**src/hdl/amseq_consts.svh**
```systemverilog
// Constants of the converter mode and reset sequencer
`ifndef AMSEQ_CONSTS_SVH
`define AMSEQ_CONSTS_SVH

// Clock and timing
`define AMSEQ_MCLK_HZ          10000000
`define AMSEQ_POR_TIME_US      500
`define AMSEQ_START_NORM_X10   285
`define AMSEQ_START_TURBO_X10  1050
`define AMSEQ_MOD_DIV_NORM     2'h3
`define AMSEQ_MOD_DIV_TURBO    2'h1

// Slave address: fixed prefix, pin codes
`define AMSEQ_ADDR_PREFIX      3'h4
`define AMSEQ_GCALL_WRITE      8'h00
`define AMSEQ_GCALL_RESET      8'h06
`define AMSEQ_PIN_GND          2'h0
`define AMSEQ_PIN_SUPPLY       2'h1
`define AMSEQ_PIN_SDA          2'h2
`define AMSEQ_PIN_SCL          2'h3

// Command byte patterns, last bit ignored
`define AMSEQ_CMD_RESET        7'h03
`define AMSEQ_CMD_START        7'h04
`define AMSEQ_CMD_SLEEP        7'h01
`define AMSEQ_CMD_WREG_HI      4'h4

// Configuration bytes and field positions
`define AMSEQ_CFG_COUNT        4
`define AMSEQ_CFG_RESET        8'h00
`define AMSEQ_CFG_MODE_REG     2'h1
`define AMSEQ_CFG_CM_BIT       2
`define AMSEQ_CFG_TURBO_BIT    4
`define AMSEQ_CFG_DR_LSB       5

// Bit engine
`define AMSEQ_BIT_LAST         4'h7
`define AMSEQ_BIT_ACK          4'h8
`define AMSEQ_BIT_PRE          4'hf

`endif

```
**src/hdl/amseq_pkg.sv**
```systemverilog
// Types of the converter mode and reset sequencer
package amseq_pkg;

  typedef enum logic [2:0] {
    AMSEQ_IDLE_LP,
    AMSEQ_START_WAIT,
    AMSEQ_CONVERTING,
    AMSEQ_PD_PENDING,
    AMSEQ_POWERED_DOWN
  } amseq_state_t;

endpackage

```
**src/hdl/amseq_sync.sv**
```systemverilog
// Two-stage synchroniser for one pin level
`timescale 1ns/10ps
`default_nettype none

module amseq_sync #(
  parameter logic RST_VAL = 1'b0
) (
  input  wire logic mclk,
  input  wire logic reset,
  input  wire logic pin,
  output logic      level
);

  logic meta_q;

  // First stage is read only by the second
  always_ff @(posedge mclk) begin
    if (reset) begin
      meta_q <= RST_VAL;
      level  <= RST_VAL;
    end else begin
      meta_q <= pin;
      level  <= meta_q;
    end
  end

endmodule

`default_nettype wire

```
**src/hdl/amseq_top.sv**
```systemverilog
// Converter mode and reset sequencer with bus slave front end
// Operation
// - Reset from power-on detection, external low reset pin, or bus reset command.
// - Any reset restores configuration defaults, enters low power, idles until start.
// - Power-up holds reset about 500 us after supplies are good.
// - Command bytes 06h and 07h reset; bus may continue immediately.
// - General-call software reset sequence also resets the device.
// - Mode bit change takes effect only at the next start command.
// - Single-shot mode does one conversion per start, then returns to low power.
// - Single-shot config write during conversion aborts and starts one fresh conversion.
// - Continuous mode stores each result and starts the next conversion at once.
// - Continuous first conversion starts 28.5 or 105 clock periods after start latch; the code waits 29 or 105.
// - Continuous config write during conversion restarts the current conversion.
// - Power-down lets the ongoing conversion finish, then switches analog off.
// - Powered down keeps configuration, accepts commands, performs no conversion.
// - Start in power-down wakes and converts per the current mode bit.
// - Normal speed default, modulator at a quarter of system clock.
// - Turbo speed runs the modulator twice as fast.
// - Operates only as bus slave, never initiates a transfer.
// - Bus lines are only pulled low or released, never driven high.
// - Address is 100, high-pin code, low-pin code; pins sensed four ways.
// - Address pins re-sensed between START and first falling clock of address.
// - Commands act only when latched on the eighth falling clock edge.
// - Byte 0000 100x is the start command.
// - Acknowledge general-call write; reset if the next byte is 06h.
`timescale 1ns/10ps
`default_nettype none
`include "amseq_consts.svh"

module amseq_top #(
  parameter int unsigned POR_CYCLES = `AMSEQ_POR_TIME_US * (`AMSEQ_MCLK_HZ / 1000000)
) (
  input  wire logic       mclk,
  input  wire logic       reset,
  input  wire logic       supplies_ok,
  input  wire logic       reset_pin_n,
  input  wire logic       scl_i,
  input  wire logic       sda_i,
  output logic            sda_o,
  output logic            sda_oe,
  input  wire logic       address_select_low_pin,
  input  wire logic       address_select_high_pin,
  input  wire logic       conversion_done,
  output logic            conv_start,
  output logic            conv_abort,
  output logic            result_store,
  output logic            converting,
  output logic            analog_power_on,
  output logic            oscillator_on,
  output logic            excitation_on,
  output logic            modulator_tick,
  output logic            turbo_active,
  output logic            conversion_mode_select,
  output logic [2:0]      data_rate_select,
  output logic [6:0]      slave_address
);

  // ****************************************************************
  // Pin synchronisers
  // ****************************************************************
  logic scl_s, sda_s, rstpin_s, sup_s, a_lo_s, a_hi_s;

  amseq_sync #(.RST_VAL(1'b1)) u_scl (.mclk(mclk), .reset(reset), .pin(scl_i), .level(scl_s));
  amseq_sync #(.RST_VAL(1'b1)) u_sda (.mclk(mclk), .reset(reset), .pin(sda_i), .level(sda_s));
  amseq_sync #(.RST_VAL(1'b1)) u_rst (.mclk(mclk), .reset(reset), .pin(reset_pin_n), .level(rstpin_s));
  amseq_sync #(.RST_VAL(1'b0)) u_sup (.mclk(mclk), .reset(reset), .pin(supplies_ok), .level(sup_s));
  amseq_sync #(.RST_VAL(1'b0)) u_alo (.mclk(mclk), .reset(reset), .pin(address_select_low_pin), .level(a_lo_s));
  amseq_sync #(.RST_VAL(1'b0)) u_ahi (.mclk(mclk), .reset(reset), .pin(address_select_high_pin), .level(a_hi_s));

  // ****************************************************************
  // Reset sources
  // ****************************************************************
  localparam logic [12:0] POR_LAST = 13'(POR_CYCLES - 1);

  logic [12:0] por_cnt_q;
  logic        por_busy_q;
  logic        soft_rst_q;
  logic        hard_rst;
  logic        core_rst;

  always_ff @(posedge mclk) begin
    if (reset || !sup_s) begin
      por_cnt_q  <= 13'h0000;
      por_busy_q <= 1'b1;
    end else if (por_busy_q) begin
      por_cnt_q  <= por_cnt_q + 13'h0001;
      por_busy_q <= (por_cnt_q != POR_LAST);
    end
  end

  assign hard_rst = reset | por_busy_q | ~rstpin_s;
  assign core_rst = hard_rst | soft_rst_q;

  // ****************************************************************
  // Bus condition detection
  // ****************************************************************
  logic scl_p_q, sda_p_q;
  logic bus_start, bus_stop, scl_rise, scl_fall;

  always_ff @(posedge mclk) begin
    if (reset) begin
      scl_p_q <= 1'b1;
      sda_p_q <= 1'b1;
    end else begin
      scl_p_q <= scl_s;
      sda_p_q <= sda_s;
    end
  end

  assign bus_start = scl_s & scl_p_q & sda_p_q & ~sda_s;
  assign bus_stop  = scl_s & scl_p_q & ~sda_p_q & sda_s;
  assign scl_rise  = scl_s & ~scl_p_q;
  assign scl_fall  = ~scl_s & scl_p_q;

  // ****************************************************************
  // Address pin sensing
  // ****************************************************************
  logic       sense_q;
  logic       lo_hi_q, hi_hi_q, lo_diff_q, hi_diff_q;
  logic [1:0] lo_code_q, hi_code_q;
  logic [1:0] lo_code_d, hi_code_d;

  // classify each pin from its levels before START, at START and at first clock fall
  assign lo_code_d = lo_hi_q ? (a_lo_s ? `AMSEQ_PIN_SUPPLY : `AMSEQ_PIN_SCL)
                             : (lo_diff_q ? `AMSEQ_PIN_GND : `AMSEQ_PIN_SDA);
  assign hi_code_d = hi_hi_q ? (a_hi_s ? `AMSEQ_PIN_SUPPLY : `AMSEQ_PIN_SCL)
                             : (hi_diff_q ? `AMSEQ_PIN_GND : `AMSEQ_PIN_SDA);

  // re-sense inside the START to first falling clock window
  always_ff @(posedge mclk) begin
    if (hard_rst) begin
      sense_q   <= 1'b0;
      lo_hi_q   <= 1'b0;
      hi_hi_q   <= 1'b0;
      lo_diff_q <= 1'b0;
      hi_diff_q <= 1'b0;
      lo_code_q <= `AMSEQ_PIN_GND;
      hi_code_q <= `AMSEQ_PIN_GND;
    end else if (bus_start) begin
      sense_q   <= 1'b1;
      lo_hi_q   <= a_lo_s;
      hi_hi_q   <= a_hi_s;
    end else if (sense_q && scl_fall) begin
      sense_q   <= 1'b0;
      lo_code_q <= lo_code_d;
      hi_code_q <= hi_code_d;
    end else begin
      // Data is low all through the window, so the idle level before START tells ground from data line
      lo_diff_q <= (lo_diff_q & sense_q) | (sda_s & ~a_lo_s);
      hi_diff_q <= (hi_diff_q & sense_q) | (sda_s & ~a_hi_s);
    end
  end

  // fixed prefix, high-pin code, low-pin code
  assign slave_address = {`AMSEQ_ADDR_PREFIX, hi_code_q, lo_code_q};

  // ****************************************************************
  // Slave bit engine
  // ****************************************************************
  logic [3:0] bit_q;
  logic [7:0] shift_q;
  logic [1:0] byte_idx_q;
  logic       active_q, matched_q, gcall_q, write_q, ack_q;
  logic       wreg_pend_q;
  logic [1:0] wreg_addr_q;
  logic       byte_done;
  logic       addr_hit, gcall_hit;
  logic       cmd_byte, data_byte, gc_byte;
  logic       cmd_reset, cmd_start, cmd_sleep, cmd_wreg;
  logic       gc_reset, cfg_write;

  // a byte acts only at its eighth falling clock edge
  assign byte_done = active_q & scl_fall & (bit_q == `AMSEQ_BIT_LAST);
  assign addr_hit  = (shift_q[7:1] == slave_address);
  assign gcall_hit = (shift_q == `AMSEQ_GCALL_WRITE);
  assign cmd_byte  = byte_done & matched_q & write_q & (byte_idx_q == 2'h1);
  assign data_byte = byte_done & matched_q & write_q & (byte_idx_q != 2'h1) & (byte_idx_q != 2'h0);
  assign gc_byte   = byte_done & gcall_q & (byte_idx_q == 2'h1);

  assign cmd_reset = cmd_byte & (shift_q[7:1] == `AMSEQ_CMD_RESET);
  assign cmd_start = cmd_byte & (shift_q[7:1] == `AMSEQ_CMD_START);
  assign cmd_sleep = cmd_byte & (shift_q[7:1] == `AMSEQ_CMD_SLEEP);
  assign cmd_wreg  = cmd_byte & (shift_q[7:4] == `AMSEQ_CMD_WREG_HI);
  // reset only after an acknowledged general-call write
  assign gc_reset  = gc_byte & (shift_q == `AMSEQ_GCALL_RESET);
  assign cfg_write = data_byte & wreg_pend_q;

  always_ff @(posedge mclk) begin
    if (hard_rst || bus_stop) begin
      active_q   <= 1'b0;
      matched_q  <= 1'b0;
      gcall_q    <= 1'b0;
      write_q    <= 1'b0;
      ack_q      <= 1'b0;
      bit_q      <= 4'h0;
      byte_idx_q <= 2'h0;
      shift_q    <= 8'h00;
    end else if (bus_start) begin
      active_q   <= 1'b1;
      matched_q  <= 1'b0;
      gcall_q    <= 1'b0;
      ack_q      <= 1'b0;
      // The clock fall that closes START is not a data bit
      bit_q      <= `AMSEQ_BIT_PRE;
      byte_idx_q <= 2'h0;
    end else if (active_q && scl_rise && bit_q != `AMSEQ_BIT_ACK) begin
      shift_q <= {shift_q[6:0], sda_s};
    end else if (byte_done) begin
      bit_q <= `AMSEQ_BIT_ACK;
      if (byte_idx_q == 2'h0) begin
        // acknowledge general-call address with write direction
        matched_q <= addr_hit;
        gcall_q   <= gcall_hit;
        write_q   <= ~shift_q[0] | gcall_hit;
        ack_q     <= addr_hit | gcall_hit;
        active_q  <= addr_hit | gcall_hit;
      end else begin
        ack_q <= write_q;
      end
    end else if (active_q && scl_fall) begin
      ack_q      <= 1'b0;
      bit_q      <= (bit_q == `AMSEQ_BIT_ACK) ? 4'h0 : bit_q + 4'h1;
      byte_idx_q <= (bit_q == `AMSEQ_BIT_ACK && byte_idx_q != 2'h3) ? byte_idx_q + 2'h1 : byte_idx_q;
    end
  end

  always_ff @(posedge mclk) begin
    if (core_rst || bus_start) begin
      wreg_pend_q <= 1'b0;
      wreg_addr_q <= 2'h0;
    end else if (cmd_byte) begin
      wreg_pend_q <= cmd_wreg;
      wreg_addr_q <= shift_q[3:2];
    end else if (cfg_write) begin
      wreg_pend_q <= 1'b0;
    end
  end

  // answers only inside a master's transfer; read data left released
  // the data line is only pulled low, never driven high
  assign sda_o  = 1'b0;
  assign sda_oe = ack_q;

  // Soft reset pulse; the bit engine survives it so the transfer can finish
  always_ff @(posedge mclk) begin
    if (hard_rst) begin
      soft_rst_q <= 1'b0;
    end else begin
      soft_rst_q <= cmd_reset | gc_reset;
    end
  end

  // ****************************************************************
  // Configuration bytes
  // ****************************************************************
  logic [7:0] cfg_q [`AMSEQ_CFG_COUNT];
  logic [7:0] mode_reg;

  always_ff @(posedge mclk) begin
    for (int i = 0; i < `AMSEQ_CFG_COUNT; i++) begin
      if (core_rst) begin
        cfg_q[i] <= `AMSEQ_CFG_RESET;
      end else if (cfg_write && wreg_addr_q == 2'(i)) begin
        cfg_q[i] <= shift_q;
      end
    end
  end

  assign mode_reg               = cfg_q[`AMSEQ_CFG_MODE_REG];
  assign conversion_mode_select = mode_reg[`AMSEQ_CFG_CM_BIT];
  assign data_rate_select       = mode_reg[`AMSEQ_CFG_DR_LSB +: 3];

  // ****************************************************************
  // Conversion sequencer
  // ****************************************************************
  localparam int NORM_CYC  = (`AMSEQ_START_NORM_X10 + 9) / 10;
  localparam int TURBO_CYC = (`AMSEQ_START_TURBO_X10 + 9) / 10;

  amseq_pkg::amseq_state_t state_q, state_d;
  logic       cont_q, cont_d;
  logic       turbo_q, turbo_d;
  logic [6:0] dly_q, dly_d;
  logic       start_d, abort_d, store_d;
  logic       busy;

  assign busy = (state_q == amseq_pkg::AMSEQ_CONVERTING) || (state_q == amseq_pkg::AMSEQ_PD_PENDING);

  always_comb begin
    state_d = state_q;
    cont_d  = cont_q;
    turbo_d = turbo_q;
    dly_d   = dly_q;
    start_d = 1'b0;
    abort_d = 1'b0;
    store_d = 1'b0;
    if (cmd_start) begin
      // mode and speed are taken only at a start command
      // start wakes from power-down per current mode bit
      cont_d  = conversion_mode_select;
      turbo_d = mode_reg[`AMSEQ_CFG_TURBO_BIT];
      abort_d = busy;
      if (conversion_mode_select) begin
        // first continuous conversion after the start delay
        state_d = amseq_pkg::AMSEQ_START_WAIT;
        dly_d   = mode_reg[`AMSEQ_CFG_TURBO_BIT] ? 7'(TURBO_CYC - 1) : 7'(NORM_CYC - 1);
      end else begin
        state_d = amseq_pkg::AMSEQ_CONVERTING;
        start_d = 1'b1;
      end
    end else if (cmd_sleep) begin
      // defer power-down until the conversion completes
      state_d = busy ? amseq_pkg::AMSEQ_PD_PENDING : amseq_pkg::AMSEQ_POWERED_DOWN;
    end else begin
      unique case (state_q)
        amseq_pkg::AMSEQ_IDLE_LP, amseq_pkg::AMSEQ_POWERED_DOWN: begin
          state_d = state_q;
        end
        amseq_pkg::AMSEQ_START_WAIT: begin
          if (dly_q == 7'h00) begin
            state_d = amseq_pkg::AMSEQ_CONVERTING;
            start_d = 1'b1;
          end else begin
            dly_d = dly_q - 7'h01;
          end
        end
        amseq_pkg::AMSEQ_CONVERTING: begin
          if (conversion_done) begin
            store_d = 1'b1;
            // continuous mode chains the next conversion
            if (cont_q) begin
              start_d = 1'b1;
            end else begin
              state_d = amseq_pkg::AMSEQ_IDLE_LP;
            end
          end else if (cfg_write) begin
            // single-shot write restarts one fresh conversion
            // continuous write restarts the current conversion
            abort_d = 1'b1;
            start_d = 1'b1;
          end
        end
        amseq_pkg::AMSEQ_PD_PENDING: begin
          if (conversion_done) begin
            store_d = 1'b1;
            state_d = amseq_pkg::AMSEQ_POWERED_DOWN;
          end
        end
      endcase
    end
  end

  // any reset idles in low power
  always_ff @(posedge mclk) begin
    if (core_rst) begin
      state_q <= amseq_pkg::AMSEQ_IDLE_LP;
      cont_q  <= 1'b0;
      turbo_q <= 1'b0;
      dly_q   <= 7'h00;
    end else begin
      state_q <= state_d;
      cont_q  <= cont_d;
      turbo_q <= turbo_d;
      dly_q   <= dly_d;
    end
  end

  // reset aborts a running conversion at once
  always_ff @(posedge mclk) begin
    if (reset) begin
      conv_start   <= 1'b0;
      conv_abort   <= 1'b0;
      result_store <= 1'b0;
    end else begin
      conv_start   <= start_d & ~core_rst;
      conv_abort   <= core_rst ? busy : abort_d;
      result_store <= store_d & ~core_rst;
    end
  end

  // ****************************************************************
  // Power domains and modulator clock
  // ****************************************************************
  logic [1:0] mod_cnt_q;
  logic [1:0] mod_last;

  // idle low power keeps only the excitation sources
  assign converting      = (state_q != amseq_pkg::AMSEQ_IDLE_LP) && (state_q != amseq_pkg::AMSEQ_POWERED_DOWN);
  assign analog_power_on = converting;
  assign oscillator_on   = converting;
  assign excitation_on   = (state_q != amseq_pkg::AMSEQ_POWERED_DOWN);
  assign turbo_active    = turbo_q;
  assign mod_last        = turbo_q ? `AMSEQ_MOD_DIV_TURBO : `AMSEQ_MOD_DIV_NORM;
  assign modulator_tick  = oscillator_on & (mod_cnt_q == mod_last);

  // Divider halts with the oscillator to save power
  always_ff @(posedge mclk) begin
    if (core_rst || !oscillator_on || mod_cnt_q == mod_last) begin
      mod_cnt_q <= 2'h0;
    end else begin
      mod_cnt_q <= mod_cnt_q + 2'h1;
    end
  end

endmodule

`default_nettype wire

```
**config.mk**
```make
export PLATFORM = sky130hd
export DESIGN_NAME = amseq_top
export DESIGN_NICKNAME = d
export VERILOG_FILES = /design/src/hdl/amseq_pkg.sv /design/src/hdl/amseq_sync.sv /design/src/hdl/amseq_top.sv
export VERILOG_INCLUDE_DIRS = /design/src /design/src/hdl
export SDC_FILE = /design/constraint.sdc
export NUM_CORES = 1
export LEC_CHECK = 0
export BUFFER_PORTS_ARGS = -buffer_cell sky130_fd_sc_hd__buf_2
export CAP_MARGIN = 10
export CORE_UTILIZATION = 60
export DETAILED_ROUTE_END_ITERATION = 10
export GPL_ROUTABILITY_DRIVEN = 1
export GPL_TIMING_DRIVEN = 0
export PLACE_DENSITY = 0.8
export RECOVER_POWER = 25
export REMOVE_ABC_BUFFERS = 1
export SLEW_MARGIN = 20
export SYNTH_ARGS = -nofsm -noshare
export SYNTH_HDL_FRONTEND = slang
export SYNTH_SLANG_ARGS = --single-unit
```
**constraint.sdc**
```tcl
create_clock -name mclk -period 3.9 [get_ports mclk]
set_input_delay 0.39 -clock mclk [delete_from_list [all_inputs] [get_ports mclk]]
set_output_delay 0.39 -clock mclk [all_outputs]
set_load 0.02 [all_outputs]
```
==> summary.md <==
| Metric | Value |
|---|---|
| Outcome | `finished clean` |
| Total routing usage reported by global routing | `24.52%` |
| Residual DRC count | `0` |
| VDD IR max | `0.3882 mV` |
| DP Cell Count | `520` |
| # fillers | `521` |
| H-Tree Depth | `3` |
| Post-synth EDFFs | `5` |
| Vias in the first global route | `2826` |
| Hold crit path type | `in -> reg` |
| Post-CTS Hold Buffers | `0` |
| Share of layout cells above drive strength 1 | `13.10%` |
| Die width | `82.70 um` |
| Reg2Reg Depth | `6` |
| Largest net degree at the start of global routing | `18` |
| Buffer count from post-CTS setup fixing | `0` |
| Top_reg_cell synth | `dfxtp_1` |
| Nets@finish | `472` |
| RSZ-0062 raised after global routing | `no` |
| Share of the synthesized area in the top cell type | `39.45%` |
| Final Cell Area | `4184 sq um` |
| Commonest non-fill, non-tap cell in the layout | `dfxtp_1` |
| Switching Power | `0.3288 mW` |
| Comb pwr share | `1.6%` |
| Dominant cell type by area after synthesis | `dfxtp_1` |
| Fin Hold WS | `0.2138 ns` |
| Site Rows | `29` |
| Crit-path max FO | `5` |
| Period utilization | `72.08%` |
| CTS Buf Count | `9` |
| Most frequent cells in the layout | `77 x dfxtp_1, 52 x nor2_1, 28 x nand2_1, 28 x a21oi_1, 23 x nand3_1` |
| Max Fclk | `0.3557 GHz` |
| Register area share after synthesis | `43.29%` |
| Post-CTS Resized | `0` |
| CTS root buffer | `clkbuf_8` |
| # clock sinks | `82` |
| Antenna violations before repair | `0` |
| Drt total wl | `7635 um` |
| Placer Congestion | `0.8441` |
| Die area | `6839 sq um` |
| Post-Route Utilization | `66.27%` |
| IO Count | `31` |
| Synth Register Bits | `82` |
| Cell depth of the worst setup path | `6` |
| Final setup viols | `0` |
| Critical path startpoint | `byte_idx_q[0]` |
| Setup CP Type | `reg -> reg` |
| Reg2reg end | `cfg_q[1][6]` |
| Internal power | `1.155 mW` |
| Final HPWL DP | `5467 um` |
| CP endpoint | `cfg_q[1][6]` |
| Synth-to-layout area growth | `7.076%` |
| Number of inserted diodes | `0` |
| CP Capture Type | `flip-flop` |
| Top post-synthesis cells by area | `dfxtp_1 39%, nor2_1 5.0%, edfxtp_1 3.8%` |
| Buffers and inverters on the worst path | `1` |
| Tightest Pin Transition | `1.025 ns` |
| Final WS setup | `1.089 ns` |
| Sum of negative setup slack | `0 ns` |
| Yosys cell types | `64` |
| Vias per cell | `5.793` |
| CTS tree | `yes` |
| Synth warn | `0` |
| RR Startpoint | `byte_idx_q[0]` |
| Area of the core | `6314 sq um` |
| DR vias | `3099` |
| WL/cell | `14.27 um` |
| Worst skew pair latency | `0.36 ns` |
| Pwr dens | `354.6 nW/um^2` |
| Clk_skew | `0.006203 ns` |
| Die height | `82.70 um` |
| Asr flop ratio synth | `0%` |
| Clock power frac | `40.9%` |
| Flop pwr share | `57.5%` |
| I/O Buffers | `26` |
| Sw frac | `22.17%` |
| CP top delay family | `simple AND/OR/NAND/NOR gates` |
| Placed Area | `4003 sq um` |
| Total power | `1.484 mW` |
| Max_cap viols | `0` |
| Drt first pass iters | `4` |
| Starting density of the core | `61.89%` |
| GRT overflow | `0` |
| Crit start category | `flip-flop` |
| Post-Syn Area | `3907 sq um` |
| Max stage delay on crit path | `0.87 ns` |
| Crit path time final | `2.811 ns` |
| Routed Antenna Nets | `0` |
| Drt initial violations | `102` |
| CP required | `3.95 ns` |
| Clock Path Buffers | `2` |
| Final Max Tran Viols | `0` |
| Hold Violations, Final | `0` |
| Reg2Reg Setup Slack | `1.09 ns` |
| CP Cell Sequence | `inv_1 > ha_1 > or3b_2 > nor4_1 > nand3b_1 > nand2_1` |
| Clk slew on worst S/H paths | `0.08 ns` |
| CP arrival | `2.86 ns` |
| Worst rel slew slack | `31.06%` |
| DP Worst Slack | `1.131 ns` |
| First-pass GRT wire length | `12540 um` |
| Cells after synthesis | `440` |
| Static Leak | `1.554 nW` |
| Final Non-Filler Cells | `535` |
| Crit path max-delay cell type | `nor4_1` |
| Avg Cell Area, Syn | `8.881 sq um` |
state kept, by name, indices dropped and copies added (netlist names), 2 cells and up:
name,count
dly_q,7
cfg_q,5
shift_q,8
lo_code_q,2
por_cnt_q,13
hi_code_q,2
mod_cnt_q,2
bit_q,4
state_q,3
wreg_addr_q,2
byte_idx_q,2
how the worst min path moves through the flow:
stage | startpoint | to | cells after the start
after floorplan | u_rst.meta_q | u_rst.level | 1
after global placement | u_sda.meta_q | u_sda.level | 1
after detailed placement | u_sda.meta_q | u_sda.level | 1
after CTS | sda_i | u_sda.meta_q | 2
after global routing | sda_i | u_sda.meta_q | 2
final | sda_i | u_sda.meta_q | 2
metal layers:
| layer | GRT usage (%) | vias to the layer above | routed length [um] |
|---|---|---|---|
| met5 | 0 | - | 0 |
| met1 | 29.12 | 1446 | 3472 |
| met2 | 41.23 | 72 | 3705 |
| met4 | 11.72 | 0 | 168 |
| met3 | 6.154 | 18 | 288 |
| li1 | - | 1563 | - |
cells by family after synthesis:
logic type / after synthesis / share of synthesized area (%)
DFF: 82 / 43.29
muxes: 14 / 3.586
buffers and inverters: 41 / 5.091
other: 2 / 0.1922
xor gates and xnor gates: 18 / 4.035
adders and majority gates: 9 / 2.882
AOI/OAI and AO/OA: 74 / 13.26
and+or+nand+nor: 200 / 27.67
synthesized netlist by cell type, types with 3 or more instances:
cell type   n
nand4b_1    4
a21oi_1    28
nand2_1    28
buf_4      10
xnor2_1    10
and2_1      6
ha_1        9
nor4_1      5
or3_1       4
dfxtp_1    77
xor2_1      8
o21ai_0     7
edfxtp_1    5
nor2_1     52
nand2b_1    8
nor2b_1    13
mux2i_1    14
nand4_1     6
nand3b_1    5
o22ai_1     3
o22ai_2     3
a22oi_1     4
or2_2      10
nor3_1     16
clkbuf_1   14
nor3b_1     3
inv_1      16
nand3_1    23
power by group through the flow:
| stage | Clock [mW] | Sequential [mW] | Combinational [mW] |
|---|---|---|---|
| 3_3_place_gp | 0 | 0.873 | 0.0225 |
| 6_report | 0.607 | 0.853 | 0.0232 |
| 4_1_cts | 0.619 | 0.853 | 0.0234 |
| 2_1_floorplan | 0 | 0.872 | 0.0147 |
| 5_1_grt | 0.657 | 0.855 | 0.0258 |
| 3_5_place_dp | 0 | 0.873 | 0.0233 |
area by class of cell:
| class | instances | area, sq um | share of cell area [%] |
|---|---|---|---|
| repair buffers | 26 | 121.4 | 2.901 |
| flip-flops and latches | 82 | 1692 | 40.43 |
| well taps | 77 | 96.34 | 2.303 |
| multi-input cells | 319 | 2024 | 48.39 |
| inverters | 16 | 60.06 | 1.435 |
| clock buffers | 9 | 123.9 | 2.961 |
| clock inverters | 6 | 66.31 | 1.585 |
(Power assumes the default switching activity.)
